### config.mk
export PLATFORM = sky130hd
export DESIGN_NAME = tcw_regs
export DESIGN_NICKNAME = d
export VERILOG_FILES = /design/src/verilog/tcw_pkg.sv /design/src/verilog/tcw_buf_decode.sv /design/src/verilog/tcw_regs.sv
export SDC_FILE = /design/constraint.sdc
export NUM_CORES = 1
export LEC_CHECK = 0
export ABC_CLOCK_PERIOD_IN_PS = 3500
export BUFFER_PORTS_ARGS = -buffer_cell sky130_fd_sc_hd__clkbuf_2
export CAP_MARGIN = 40
export CORE_UTILIZATION = 45
export CTS_CLUSTER_SIZE = 16
export DETAILED_ROUTE_END_ITERATION = 6
export GPL_ROUTABILITY_DRIVEN = 1
export GPL_TIMING_DRIVEN = 0
export HOLD_SLACK_MARGIN = 0.03
export PLACE_DENSITY = 0.71
export SYNTH_ARGS = -nofsm -noshare
export SYNTH_HDL_FRONTEND = slang
export SYNTH_HIERARCHICAL = 1
export SYNTH_SLANG_ARGS = --single-unit
### constraint.sdc
create_clock -name mclk_i -period 3.5 [get_ports mclk_i]
set_input_delay 0 -clock mclk_i [delete_from_list [all_inputs] [get_ports mclk_i]]
set_output_delay 0 -clock mclk_i [all_outputs]
set_load 0.01 [all_outputs]
### src/verilog/tcw_pkg.sv
// tcw_pkg.sv - constants and types for the terminal control word register bank
package tcw_pkg;
   // ****************************************************************
   // register addresses (word addresses on the host bus)
   // ****************************************************************
   localparam logic [3:0] TCW_ADDR_CMD = 4'h3;
   localparam logic [3:0] TCW_ADDR_CTRL = 4'h4;
   // ****************************************************************
   // start/reset command bit positions
   // ****************************************************************
   localparam int TCW_B_SOFT_RESET = 0;
   localparam int TCW_B_RUN = 1;
   localparam int TCW_B_IRQ_CLR = 2;
   localparam int TCW_B_TS_CLR = 3;
   localparam int TCW_B_TS_STEP = 4;
   localparam int TCW_B_HALT_FRAME = 5;
   localparam int TCW_B_HALT_MSG = 6;
   localparam int TCW_B_PROT_TEST = 7;
   localparam logic [2:0] TCW_TSRES_SOFT = 3'h6;
   // ****************************************************************
   // controller message control word fields
   // ****************************************************************
   localparam int TCW_C_SYNC_TS = 15;
   localparam int TCW_C_ME = 14;
   localparam int TCW_C_SRQ = 13;
   localparam int TCW_C_BUSY = 12;
   localparam int TCW_C_SSYS = 11;
   localparam int TCW_C_TF = 10;
   localparam int TCW_C_RSV = 9;
   localparam int TCW_C_RETRY = 8;
   localparam int TCW_C_BUSA = 7;
   localparam int TCW_C_LOOP = 6;
   localparam int TCW_C_BCR = 5;
   localparam int TCW_C_EOM = 4;
   localparam int TCW_C_REV = 3;
   localparam int TCW_C_FMT_LO = 0;
   // received status word bit positions (bit 0 = lsb of status word field)
   localparam int TCW_S_ME = 10;
   localparam int TCW_S_SRQ = 8;
   localparam int TCW_S_RSV_LO = 5;
   localparam int TCW_S_BCR = 4;
   localparam int TCW_S_BUSY = 3;
   localparam int TCW_S_SSYS = 2;
   localparam int TCW_S_TF = 0;
   // ****************************************************************
   // subaddress control word fields
   // ****************************************************************
   localparam int TCW_A_GLOBAL = 15;
   localparam int TCW_A_TX_EOM = 14;
   localparam int TCW_A_TX_WRAP = 13;
   localparam int TCW_A_TX_LO = 10;
   localparam int TCW_A_RX_EOM = 9;
   localparam int TCW_A_RX_WRAP = 8;
   localparam int TCW_A_RX_LO = 5;
   localparam int TCW_A_BC_EOM = 4;
   localparam int TCW_A_BC_WRAP = 3;
   localparam int TCW_A_BC_LO = 0;
   localparam logic [2:0] TCW_MEM_SINGLE = 3'h0;
   localparam logic [2:0] TCW_MEM_GRING = 3'h7;
   localparam logic [3:0] TCW_RING_BASE_LOG2 = 4'h6;
   localparam logic [15:0] TCW_WORD_RESET = 16'h0000;
   // ****************************************************************
   // types
   // ****************************************************************
   typedef enum logic [2:0] {
      TCW_FMT_BC_RT,
      TCW_FMT_RT_RT,
      TCW_FMT_BCAST,
      TCW_FMT_BCAST_RT_RT,
      TCW_FMT_MODE,
      TCW_FMT_UNUSED5,
      TCW_FMT_BCAST_MODE,
      TCW_FMT_UNUSED7
   } tcw_fmt_t;
   typedef enum logic [1:0] {
      TCW_BUF_SINGLE,
      TCW_BUF_RING,
      TCW_BUF_GDOUBLE,
      TCW_BUF_GRING
   } tcw_buf_t;
endpackage

### src/verilog/tcw_buf_decode.sv
// tcw_buf_decode.sv - decodes one buffer-mode field of the subaddress word
`timescale 1ns/1ps
`default_nettype none
module tcw_buf_decode (
   // field and context
   input wire logic [2:0] code_i,
   input wire logic global_i,
   input wire logic is_tx_i,
   input wire logic per_sa_en_i,
   // decoded mode
   output tcw_pkg::tcw_buf_t mode_o,
   output logic [13:0] ring_words_o,
   output logic illegal_o
);
   logic glob;
   always_comb begin
      glob = global_i && !is_tx_i;
      mode_o = tcw_pkg::TCW_BUF_SINGLE;
      ring_words_o = 14'h0000;
      illegal_o = 1'b0;
      if (glob) begin
         if (code_i == tcw_pkg::TCW_MEM_SINGLE) begin
            mode_o = tcw_pkg::TCW_BUF_GDOUBLE;
         end else if (code_i == tcw_pkg::TCW_MEM_GRING) begin
            mode_o = tcw_pkg::TCW_BUF_GRING;
         end else begin
            illegal_o = 1'b1;
         end
      end else if (code_i != tcw_pkg::TCW_MEM_SINGLE) begin
         mode_o = tcw_pkg::TCW_BUF_RING;
         ring_words_o = 14'h0001 << (4'(code_i) + tcw_pkg::TCW_RING_BASE_LOG2);
         // per-subaddress choice needs enhanced buffering for rx/bcast
         illegal_o = !is_tx_i && !per_sa_en_i;
      end
   end
endmodule
`default_nettype wire

### src/verilog/tcw_regs.sv
// tcw_regs.sv - start/reset command pulses and control word registers
`timescale 1ns/1ps
`default_nettype none
module tcw_regs (
   // clock and reset
   input wire logic mclk_i,
   input wire logic rstn_i,
   // host register port
   input wire logic wr_i,
   input wire logic rd_i,
   input wire logic [3:0] addr_i,
   input wire logic [15:0] wdata_i,
   output logic [15:0] rdata_o,
   // terminal context
   input wire logic ctrl_mode_i,
   input wire logic term_active_i,
   input wire logic [2:0] timestamp_resolution_i,
   input wire logic sync_data_cfg_i,
   input wire logic per_subaddr_buffering_en_i,
   input wire logic eom_irq_enabled_i,
   input wire logic rx_word_valid_i,
   input wire logic [15:0] rx_word_i,
   // received status word check
   input wire logic [10:0] status_word_i,
   input wire logic msg_done_i,
   // command pulses
   output logic protocol_test_start_o,
   output logic halt_at_message_end_o,
   output logic halt_at_frame_end_o,
   output logic timestamp_step_o,
   output logic timestamp_clear_o,
   output logic irq_status_clear_o,
   output logic controller_monitor_run_o,
   output logic soft_reset_cmd_o,
   // controller word decodes
   output logic sync_data_from_timestamp_o,
   output logic [10:0] status_seen_o,
   output logic status_flagged_o,
   output logic retry_allow_o,
   output logic primary_bus_select_o,
   output logic bus_tx_enable_o,
   output logic eom_irq_req_o,
   output logic protocol_revision_select_o,
   output tcw_pkg::tcw_fmt_t message_format_o,
   output logic format_unused_o,
   // subaddress word decodes
   output logic [5:0] sa_irq_en_o,
   output tcw_pkg::tcw_buf_t tx_buf_mode_o,
   output tcw_pkg::tcw_buf_t rx_buf_mode_o,
   output tcw_pkg::tcw_buf_t bcast_buf_mode_o,
   output logic [13:0] tx_ring_words_o,
   output logic [13:0] rx_ring_words_o,
   output logic [13:0] bcast_ring_words_o,
   output logic buf_cfg_illegal_o
);
   // ****************************************************************
   // state
   // ****************************************************************
   typedef struct packed {
      logic [15:0] ctrl_word;
      logic [15:0] sa_word;
      logic [15:0] rdata;
      logic [7:0] cmd;
      logic sync_ts;
      logic [10:0] seen;
      logic flagged;
      logic eom_irq;
      tcw_pkg::tcw_fmt_t fmt;
      logic fmt_bad;
      tcw_pkg::tcw_buf_t txm;
      tcw_pkg::tcw_buf_t rxm;
      tcw_pkg::tcw_buf_t bcm;
      logic [13:0] txw;
      logic [13:0] rxw;
      logic [13:0] bcw;
      logic bad;
      logic tx_en;
   } tcw_state_t;
   tcw_state_t st_reg;
   tcw_state_t st_next;
   tcw_pkg::tcw_buf_t dec_mode [3];
   logic [13:0] dec_words [3];
   logic [2:0] dec_bad;
   logic [10:0] mask_vec;
   // ****************************************************************
   // buffer field decoders
   // ****************************************************************
   genvar g;
   generate
      for (g = 0; g < 3; g++) begin : g_dec
         localparam int LO = (g == 0) ? tcw_pkg::TCW_A_TX_LO :
                             (g == 1) ? tcw_pkg::TCW_A_RX_LO : tcw_pkg::TCW_A_BC_LO;
         tcw_buf_decode u_dec (
            .code_i(st_reg.sa_word[LO +: 3]),
            .global_i(st_reg.sa_word[tcw_pkg::TCW_A_GLOBAL]),
            .is_tx_i(g == 0),
            .per_sa_en_i(per_subaddr_buffering_en_i),
            .mode_o(dec_mode[g]),
            .ring_words_o(dec_words[g]),
            .illegal_o(dec_bad[g])
         );
      end
   endgenerate
   // ****************************************************************
   // next state
   // ****************************************************************
   always_comb begin
      logic wr_cmd;
      logic [15:0] cw;
      wr_cmd = wr_i && (addr_i == tcw_pkg::TCW_ADDR_CMD);
      cw = st_reg.ctrl_word;
      st_next = st_reg;
      // one-cycle pulses, nothing stored beyond the cycle; reserved bits ignored
      st_next.cmd = wr_cmd ? wdata_i[7:0] : 8'h00;
      // frame-end stop command only means something in controller/monitor role; message-end stop passes in any role
      if (!ctrl_mode_i) begin
         st_next.cmd[tcw_pkg::TCW_B_HALT_FRAME] = 1'b0;
      end
      // time tag step only under software-step resolution
      if (timestamp_resolution_i != tcw_pkg::TCW_TSRES_SOFT) begin
         st_next.cmd[tcw_pkg::TCW_B_TS_STEP] = 1'b0;
      end
      // shared offset: controller role maps to control word, else subaddress word
      if (wr_i && addr_i == tcw_pkg::TCW_ADDR_CTRL) begin
         if (ctrl_mode_i) begin
            st_next.ctrl_word = wdata_i;
         end else if (!term_active_i) begin
            st_next.sa_word = wdata_i;
         end
      end
      if (!ctrl_mode_i && term_active_i && rx_word_valid_i) begin
         st_next.sa_word = rx_word_i;
      end
      // kept in its own flop so the enable pin has no inverter after the register
      st_next.tx_en = !st_next.ctrl_word[tcw_pkg::TCW_C_LOOP];
      st_next.rdata = 16'h0000;
      if (rd_i && addr_i == tcw_pkg::TCW_ADDR_CTRL) begin
         st_next.rdata = ctrl_mode_i ? st_reg.ctrl_word : st_reg.sa_word;
      end
      st_next.sync_ts = cw[tcw_pkg::TCW_C_SYNC_TS] && sync_data_cfg_i;
      st_next.seen = status_word_i & ~mask_vec;
      st_next.flagged = |(status_word_i & ~mask_vec);
      st_next.eom_irq = msg_done_i && cw[tcw_pkg::TCW_C_EOM] && eom_irq_enabled_i;
      st_next.fmt = tcw_pkg::tcw_fmt_t'(cw[tcw_pkg::TCW_C_FMT_LO +: 3]);
      st_next.fmt_bad = (st_next.fmt == tcw_pkg::TCW_FMT_UNUSED5) || (st_next.fmt == tcw_pkg::TCW_FMT_UNUSED7);
      st_next.txm = dec_mode[0];
      st_next.rxm = dec_mode[1];
      st_next.bcm = dec_mode[2];
      st_next.txw = dec_words[0];
      st_next.rxw = dec_words[1];
      st_next.bcw = dec_words[2];
      st_next.bad = |dec_bad;
   end
   always_comb begin
      mask_vec = 11'h000;
      mask_vec[tcw_pkg::TCW_S_ME] = st_reg.ctrl_word[tcw_pkg::TCW_C_ME];
      mask_vec[tcw_pkg::TCW_S_SRQ] = st_reg.ctrl_word[tcw_pkg::TCW_C_SRQ];
      mask_vec[tcw_pkg::TCW_S_RSV_LO +: 3] = {3{st_reg.ctrl_word[tcw_pkg::TCW_C_RSV]}};
      mask_vec[tcw_pkg::TCW_S_BCR] = st_reg.ctrl_word[tcw_pkg::TCW_C_BCR];
      mask_vec[tcw_pkg::TCW_S_BUSY] = st_reg.ctrl_word[tcw_pkg::TCW_C_BUSY];
      mask_vec[tcw_pkg::TCW_S_SSYS] = st_reg.ctrl_word[tcw_pkg::TCW_C_SSYS];
      mask_vec[tcw_pkg::TCW_S_TF] = st_reg.ctrl_word[tcw_pkg::TCW_C_TF];
   end
   always_ff @(posedge mclk_i or negedge rstn_i) begin
      if (!rstn_i) begin
         st_reg <= '0;
         // loopback bit clears in reset, so the transmitter comes up enabled
         st_reg.tx_en <= 1'b1;
      end else begin
         st_reg <= st_next;
      end
   end
   // ****************************************************************
   // outputs
   // ****************************************************************
   assign rdata_o = st_reg.rdata;
   assign protocol_test_start_o = st_reg.cmd[tcw_pkg::TCW_B_PROT_TEST];
   assign halt_at_message_end_o = st_reg.cmd[tcw_pkg::TCW_B_HALT_MSG];
   assign halt_at_frame_end_o = st_reg.cmd[tcw_pkg::TCW_B_HALT_FRAME];
   assign timestamp_step_o = st_reg.cmd[tcw_pkg::TCW_B_TS_STEP];
   assign timestamp_clear_o = st_reg.cmd[tcw_pkg::TCW_B_TS_CLR];
   assign irq_status_clear_o = st_reg.cmd[tcw_pkg::TCW_B_IRQ_CLR];
   assign controller_monitor_run_o = st_reg.cmd[tcw_pkg::TCW_B_RUN];
   assign soft_reset_cmd_o = st_reg.cmd[tcw_pkg::TCW_B_SOFT_RESET];
   assign sync_data_from_timestamp_o = st_reg.sync_ts;
   assign status_seen_o = st_reg.seen;
   assign status_flagged_o = st_reg.flagged;
   assign retry_allow_o = st_reg.ctrl_word[tcw_pkg::TCW_C_RETRY];
   assign primary_bus_select_o = st_reg.ctrl_word[tcw_pkg::TCW_C_BUSA];
   assign bus_tx_enable_o = st_reg.tx_en;
   assign eom_irq_req_o = st_reg.eom_irq;
   assign protocol_revision_select_o = st_reg.ctrl_word[tcw_pkg::TCW_C_REV];
   assign message_format_o = st_reg.fmt;
   assign format_unused_o = st_reg.fmt_bad;
   assign sa_irq_en_o = {st_reg.sa_word[tcw_pkg::TCW_A_TX_EOM], st_reg.sa_word[tcw_pkg::TCW_A_TX_WRAP],
                         st_reg.sa_word[tcw_pkg::TCW_A_RX_EOM], st_reg.sa_word[tcw_pkg::TCW_A_RX_WRAP],
                         st_reg.sa_word[tcw_pkg::TCW_A_BC_EOM], st_reg.sa_word[tcw_pkg::TCW_A_BC_WRAP]};
   assign tx_buf_mode_o = st_reg.txm;
   assign rx_buf_mode_o = st_reg.rxm;
   assign bcast_buf_mode_o = st_reg.bcm;
   assign tx_ring_words_o = st_reg.txw;
   assign rx_ring_words_o = st_reg.rxw;
   assign bcast_ring_words_o = st_reg.bcw;
   assign buf_cfg_illegal_o = st_reg.bad;
endmodule
`default_nettype wire

; After elaboration in Yosys (flattened, before gate mapping)
; Index checks and enable logic that the tools add are counted.
[op_classes]
add_sub_neg = 3
n_shift = 3
bitwise_logic = 2
mux = 32
n_reduce_logical = 22
n_eq_ne = 9
[op_table]
columns = operator, count
row1 = $mux W16, 5
row2 = $mux W14, 5
row3 = $shl A1 B4 Y14 const A, 3
row4 = $mux W23, 1
row5 = $mux W1, 13
row6 = $add A3 B3 Y4 const B, 3
row7 = $eq A3 B3 Y1 const B, 4
row8 = $mux W2, 6
row9 = $and A11 B11 Y11, 1
row10 = $not A11 Y11, 1
row11 = $reduce_or A11 Y1, 1
row12 = $reduce_bool A3 Y1, 3
row13 = $logic_and A1 B1 Y1, 8
row14 = $mux W8, 1
row15 = $mux W7, 1
row16 = $logic_not A3 Y1, 2
row17 = $eq A4 B2 Y1 const B, 1
row18 = $eq A4 B3 Y1 const B, 1
row19 = $ne A2 B1 Y1 const B, 2
row20 = $logic_not A1 Y1, 3
row21 = $ne A3 B3 Y1 const B, 1
row22 = $reduce_and A3 Y1, 1
row23 = $reduce_and A2 Y1, 1
row24 = $reduce_bool A2 Y1, 1
row25 = other kinds (2), 2
[totals]
ff_bits = 124
word_cells = 90
inputBits = 61

; Logic depth before layout (Yosys ltp)
; Gate-level depths: netlist of the first run.
[logic_depth]
word_depth = 5
mapped_depth = 5
depth_no_buf = 4

; Hierarchy
; The synthesis of the first run kept the hierarchy.
[by_module_without_submodules]
columns = module, area_each_um2, seq_area_each_um2, instances, cells_per_inst
row1 = tcw_regs, 4829.6, 3104.2, 1, 371
row2 = tcw_buf_decode, 270.3, 0.0, 3, 39

; Worst setup path after synthesis of the first run
; Ideal clock, no wire load.
[synth_path]
path_type = register to register
start = register st_reg[107] in the netlist's numbering
end = register st_reg (netlist bit buf_cfg_illegal_o)
path_stages_with_launch = 4
setup_time_ps = 131
n_path_buf = 0
required_time_ps = 3369
setup_slack_ps = 2090
arrival_ps = 1279
path_cell_list = dfrtp_1 > nor2b_1 > a2111oi_4 > or3_1
[synth_lines]
columns = item, line_no
row1 = "start, declared", tcw_regs.sv:79  ; tcw_state_t st_reg;
row2 = "start signal, assigned", tcw_regs.sv:170  ; st_reg <= st_next;

==> flow_summary_export.csv, run 1 <==
group,metric,value,unit
synthesis,syn_area,5640,um^2
worst_setup_path,critical_path.startpoint_type,"flip-flop",
power_and_ir_drop,p_comb_share,19.8,%
worst_setup_path,critPathKind,"reg2reg",
synthesis,yosysMostFrequentCell,"dfrtp_1",
route,routed_wirelength,13.5,mm
global_routing,grt_remaining_overflow,0,
clocking,clkTransAtPathRegs,0.06,ns
timing,setup-tns-final,0,ns
cells_and_area,final_cells,915,
global_routing,grt_pass1_wl,21.7,mm
synthesis,ys.flop_type,"dfrtp_1",
clocking,post-cts-setup-buffer-count,0,
synthesis,synth.distinct_cells,40,
route,route.detailed.drc,0,
worst_setup_path,end_kind,"flip-flop",
synthesis,synthCells,488,
route,antenna_left,0,
floorplanning,core-area,12100,um^2
cells_and_area,seqCellArea,3100,um^2
synthesis,yosysWarnings,6,
route,avgRoutedWirePerCell,14.8,um
timing,finalMaxSlewViolations,0,
timing,rsz0062_at_grt,"no",
timing,fmaxAchievable,461,MHz
floorplanning,die_width,114,um
placed_design,placed_cells,825,
floorplanning,die_y,114,um
global_routing,antenna_found_initial,0,
worst_setup_path,path_max_fanout,5,
timing,fin_crit,2.17,ns
cells_and_area,fill_cells,950,
job,cap_violations,0,
route,dr.pass1.iters,4,
clocking,clockBufferDepth,2,
cells_and_area,largest_reg_flops,16,
synthesis,post-synth-top-area-cell,"dfrtp_1",
global_routing,grt_max_degree,89,
route,vias_per_cell,4.80,
synthesis,synth_common_cells,"123 x dfrtp_1, 84 x buf_4, 57 x nor2_1, 18 x o21ai_0, 17 x mux2i_1",
power_and_ir_drop,seq_power_share,40.4,%
clocking,cts_max_level,4,
placed_design,io_buffers,161,
clocking,clk_latency,0.41,ns
timing,fin_skew,0.0102,ns
timing,timing.slew.headroom,44.8,%
synthesis,avgSynthCellArea,11.6,um^2
power_and_ir_drop,p_per_area,539,nW/um^2
synthesis,synth_edf_count,0,
placed_design,dp_hpwl,9.10,mm
min_path,hp-class,"in2async",
clocking,cts.sinks,124,
global_routing,use_met1,27.3,%
power_and_ir_drop,p_sw,1180,uW
cells_and_area,num_antenna_cells,0,
global_routing,grt_use_met2,37.4,%
power_and_ir_drop,p_sw_share,27.8,%
power_and_ir_drop,p_int,3060,uW
synthesis,async_reset_ff_share,100,%
timing,period_share,62.0,%
clocking,numCtsBuffers,17,
clocking,root_buffer,"clkbuf_16",
route,vias,4395,
synthesis,ys_seq_area_share,55.0,%
cells_and_area,nNetsFinal,801,
outcome,status,"complete, no violations",
synthesis,ys_ff_latch,124,
power_and_ir_drop,p_total,4250,uW
timing,finalHoldViolCount,0,
worst_setup_path,worstPathArrival,2.46,ns
global_routing,grt_use_total,22.1,%
floorplanning,dieArea,13000,um^2
global_routing,grt_use_met3,5.95,%
worst_setup_path,crit_required,3.79,ns
power_and_ir_drop,leakagePower,0.00407,uW
cells_and_area,area_growth,39.7,%
cells_and_area,drive_gt1_share,44.7,%
clocking,cts_tree,"built",
power_and_ir_drop,pwr-share-clk,39.8,%
cells_and_area,multi_input_comb_area,1810,um^2
synthesis,synth_top_area_share,54.6,%
global_routing,top_usage_layer,"met2",
floorplanning,rows,40,
synthesis,synth_area_leaders,"dfrtp_1 55%, buf_4 11%, nor2_1 3.8%, mux2i_1 3.0%, mux2_4 2.4%",
global_routing,grt_pass1_vias,4369,
timing,worst_slew_pin_slew,0.828,ns
timing,setup_viol,0,
placed_design,gp_congestion,0.841,
route,drtIter0Drc,135,
power_and_ir_drop,max-vdd-ir-drop,0.351,mV
floorplanning,start_util,46.6,%
floorplanning,ios,162,
path summary, 6_finish.rpt:
kind | slack, ns | depth (start not counted) | to | from
setup / recovery | 1.33 | 5 | status_flagged_o | mask_vec[5]
hold / removal | 0.05 | 2 | status_seen_o[9] | rstn_i
setup reg to reg | 1.33 | 5 | status_flagged_o | mask_vec[5]
hold reg to reg | 0.42 | 0 | message_format_o[1] | st_next[52]
max in group asynchronous | 2.72 | 3 | bus_tx_enable_o | rstn_i
min in group mclk_i | 0.06 | 4 | st_reg[98] | rx_word_valid_i
placed cells by master (no fill, tap or decap), types with 4 or more instances in the layout:
master	n
nand3_1	14
clkinv_4	5
conb_1	9
nor2b_1	15
o21ai_0	18
nor3b_2	4
clkbuf_2	160
buf_6	4
nand3b_1	4
and2_1	8
mux2i_1	17
nor2_1	57
mux2_4	9
nand2_1	13
a31oi_1	16
ha_1	6
dlygate4sd3_1	58
nor3_1	11
clkbuf_1	8
o21ai_1	4
nor3_2	9
nor4_1	8
dfrtp_1	123
a21oi_1	12
mux2_2	7
inv_2	6
buf_4	84
clkbuf_16	17
clkinvlp_4	4
metal layers:
| metal | up-vias | share of wire (%) |
|---|---|---|
| met2 | 199 | 50 |
| met5 | - | 0 |
| met4 | 0 | 1.7 |
| met1 | 2106 | 42 |
| li1 | 2067 | - |
| met3 | 23 | 6.4 |
cell families after synthesis:
group / Yosys count / synth area share (%)
other cells: 2 / 0.133
fa+ha+maj: 6 / 1.33
mux: 33 / 6.81
simple gates: 162 / 17.1
buf+inv: 108 / 13.4
flops: 124 / 55.0
compound gates: 53 / 6.26
power by group through the flow:
stage	clock [uW]	sequential [uW]	combinational, uW
2_1_floorplan	0	1700	522
3_3_place_gp	0	1730	742
3_5_place_dp	0	1740	768
4_1_cts	1710	1720	835
5_1_grt	1790	1730	920
6_report	1690	1710	841
cell type report:
| cell class | instances | area share (%) |
|---|---|---|
| flip-flops and latches | 124 | 39.4 |
| multi-input cells | 263 | 23.0 |
| repair buffers | 220 | 18.1 |
| plain buffers | 99 | 9.15 |
| clock buffers | 18 | 5.45 |
| well taps | 168 | 2.67 |
| clock inverters | 14 | 1.89 |
| inverters | 9 | 0.429 |
critical path: stages (launching register included):
cell	delay, ns
dfrtp_1	0.45
nor2b_1	0.10
nor4_1	0.28
dlygate4sd3_1	0.59
nand3_1	0.06
dlygate4sd3_1	0.58
per-stage QoR:
| step | cell area, um^2 | util [%] | hold WS (ns) | setup slack, ns |
|---|---|---|---|---|
| 4_1_cts | 7880 | 65.0 | 0.0312 | 1.43 |
| 6_report | 7880 | 65.0 | 0.0482 | 1.33 |
| 5_1_grt | 7880 | 65.0 | 0.0668 | 1.26 |
| 2_1_floorplan | 5670 | - | -0.296 | 2.09 |
| 3_5_place_dp | 6720 | 55.5 | -0.0742 | 1.67 |
| 3_3_place_gp | 6680 | 55.2 | 0.125 | 0.668 |
timing repair:
action / in CTS / in global routing
hold endpoints to repair: 178 / 0
resized for setup: 0 / 0
hold buffers: 58 / 0
(Power assumes the default switching activity.)
==> run 2, diff against run 1 <==
Settings changed: ABC_CLOCK_PERIOD_IN_PS 3500 to 2000.
Clock period 3.5 ns to 2 ns, I/O delays scaled along.
==> flow_summary_export.csv, run 2 (synthesis results as in run 1) <==
group,metric,value,unit
cells_and_area,final_cells,914,
floorplanning,core-area,12100,um^2
clocking,cts_max_level,4,
timing,period_share,87.3,%
clocking,post_cts_resized,0,
worst_setup_path,critPathKind,"in2reg",
cells_and_area,largest_reg_flops,16,
timing,timing.slew.headroom,45.5,%
timing,worst_slew_pin_slew,0.818,ns
outcome,status,"complete, no violations",
placed_design,gp_congestion,0.841,
floorplanning,dieArea,13000,um^2
placed_design,io_buffers,161,
timing,fin_skew,0.0116,ns
worst_setup_path,end_kind,"flip-flop",
worst_setup_path,reg2reg_from,"st_reg[107]",
global_routing,grt_max_degree,89,
worst_setup_path,crit_required,2.29,ns
worst_setup_path,r2r-end,"buf_cfg_illegal_o",
floorplanning,rows,40,
placed_design,pre_cts_slack,0.174,ns
floorplanning,start_util,46.6,%
cells_and_area,drive_gt1_share,44.8,%
cells_and_area,seqCellArea,3100,um^2
timing,fmaxAchievable,573,MHz
power_and_ir_drop,leakagePower,0.00407,uW
global_routing,grt_use_total,22.1,%
route,route.detailed.drc,0,
job,cap_violations,0,
placed_design,dp_hpwl,9.10,mm
floorplanning,die_width,114,um
route,routed_wirelength,13.5,mm
cells_and_area,fin_util,65.0,%
timing,setup_viol,0,
route,avgRoutedWirePerCell,14.8,um
cells_and_area,multi_input_comb_area,1810,um^2
cells_and_area,area_growth,39.5,%
clocking,cts_tree,"built",
route,antenna_left,0,
placed_design,placed_cells,825,
route,dr.pass1.iters,4,
cells_and_area,num_antenna_cells,0,
worst_setup_path,r2r_cells,3,
worst_setup_path,critical_path.startpoint_type,"input pin",
timing,rsz0062_at_grt,"no",
min_path,hp-class,"in2async",
timing,setup_slack,0.254,ns
clocking,numCtsBuffers,17,
cells_and_area,final_cell_mix,"160 x clkbuf_2, 123 x dfrtp_1, 84 x buf_4",
cells_and_area,fill_cells,953,
clocking,clockBufferDepth,2,
floorplanning,die_y,114,um
clocking,clkTransAtPathRegs,0.06,ns
worst_setup_path,reg2reg_slack,0.41,ns
worst_setup_path,worstPathArrival,2.03,ns
cells_and_area,final_common_cell,"clkbuf_2",
cells_and_area,final_area,7870,um^2
route,drtIter0Drc,164,
timing,fin_crit,1.75,ns
worst_setup_path,startpoint,"addr_i[3]",
cells_and_area,nNetsFinal,800,
route,vias_per_cell,4.82,
timing,finalMaxSlewViolations,0,
timing,finalHoldViolCount,0,
clocking,clk_latency,0.41,ns
global_routing,grt_pass1_vias,4366,
timing,worst_hold_slack,0.0453,ns
clocking,root_buffer,"clkbuf_16",
global_routing,grt_pass1_wl,21.7,mm
global_routing,grt_remaining_overflow,0,
floorplanning,ios,162,
worst_setup_path,path_max_fanout,10,
placed_design,post_dp_cell_area,6720,um^2
clocking,cts.sinks,124,
power_and_ir_drop,p_per_area,943,nW/um^2
route,vias,4408,
power_and_ir_drop,max-vdd-ir-drop,0.607,mV
global_routing,antenna_found_initial,0,
==> run 2: changes by cell type in the layout (fill, tap and decap cells not counted) <==
cell / delta
dlygate4sd3_1: -1
==> run 2: layer usage <==
metal  global-route usage, %  up-vias  share of wire [%]
met1                    27.2     2109                 42
met3                    6.00       26                6.8
met4                    7.79        0                1.9
met5                       0        -                  0
met2                    37.5      209                 50
li1                        -     2064                  -
==> run 2: final cells by class <==
type | count | share of cell area, %
plain buffers | 99 | 9.16
clock buffers | 18 | 5.45
clock inverters | 14 | 1.89
inverters | 9 | 0.429
multi-input cells | 263 | 23.0
flip-flops and latches | 124 | 39.5
well taps | 168 | 2.67
repair buffers | 219 | 18.0
==> run 2: worst max-delay path by stage <==
stage | endpoint | slack [ns] | cells after the start
3_3_place_gp | bcast_ring_words_o[0] | -0.83 | 1
4_1_cts | sa_irq_en_o[4] | 0.35 | 7
2_1_floorplan | buf_cfg_illegal_o | 0.59 | 3
5_1_grt | st_reg[103] | 0.19 | 7
3_5_place_dp | rdata_o[8] | 0.17 | 5
6_report | sa_irq_en_o[1] | 0.25 | 7
==> run 2: critical path, cell delays in order <==
cell	delay, ns
clkbuf_2	0.13
or4b_1	0.53
clkbuf_1	0.19
clkbuf_1	0.27
o21ai_0	0.25
a21oi_1	0.10
dlygate4sd3_1	0.57
==> run 2: report_power, final <==
group / internal (uW) / leakage, uW / switching (uW)
Combinational: 759 / 0.00218 / 711
Sequential: 2770 / 0.00161 / 229
Clock: 1830 / 0.000272 / 1120
Total: 5360 / 0.00407 / 2060
==> run 2: stage by stage <==
stage / TNS, ns / total power [uW]
final: 0 / 7420
after global routing: 0 / 7780
after CTS: 0 / 7460
after detailed placement: 0 / 4390
after global placement: -101.68 / 4330
after floorplan: 0 / 3890
==> run 2: timing repair <==
action,CTS,global route
endpoints found under the hold margin,178,0
buffers inserted,0,0
hold buffers,57,0
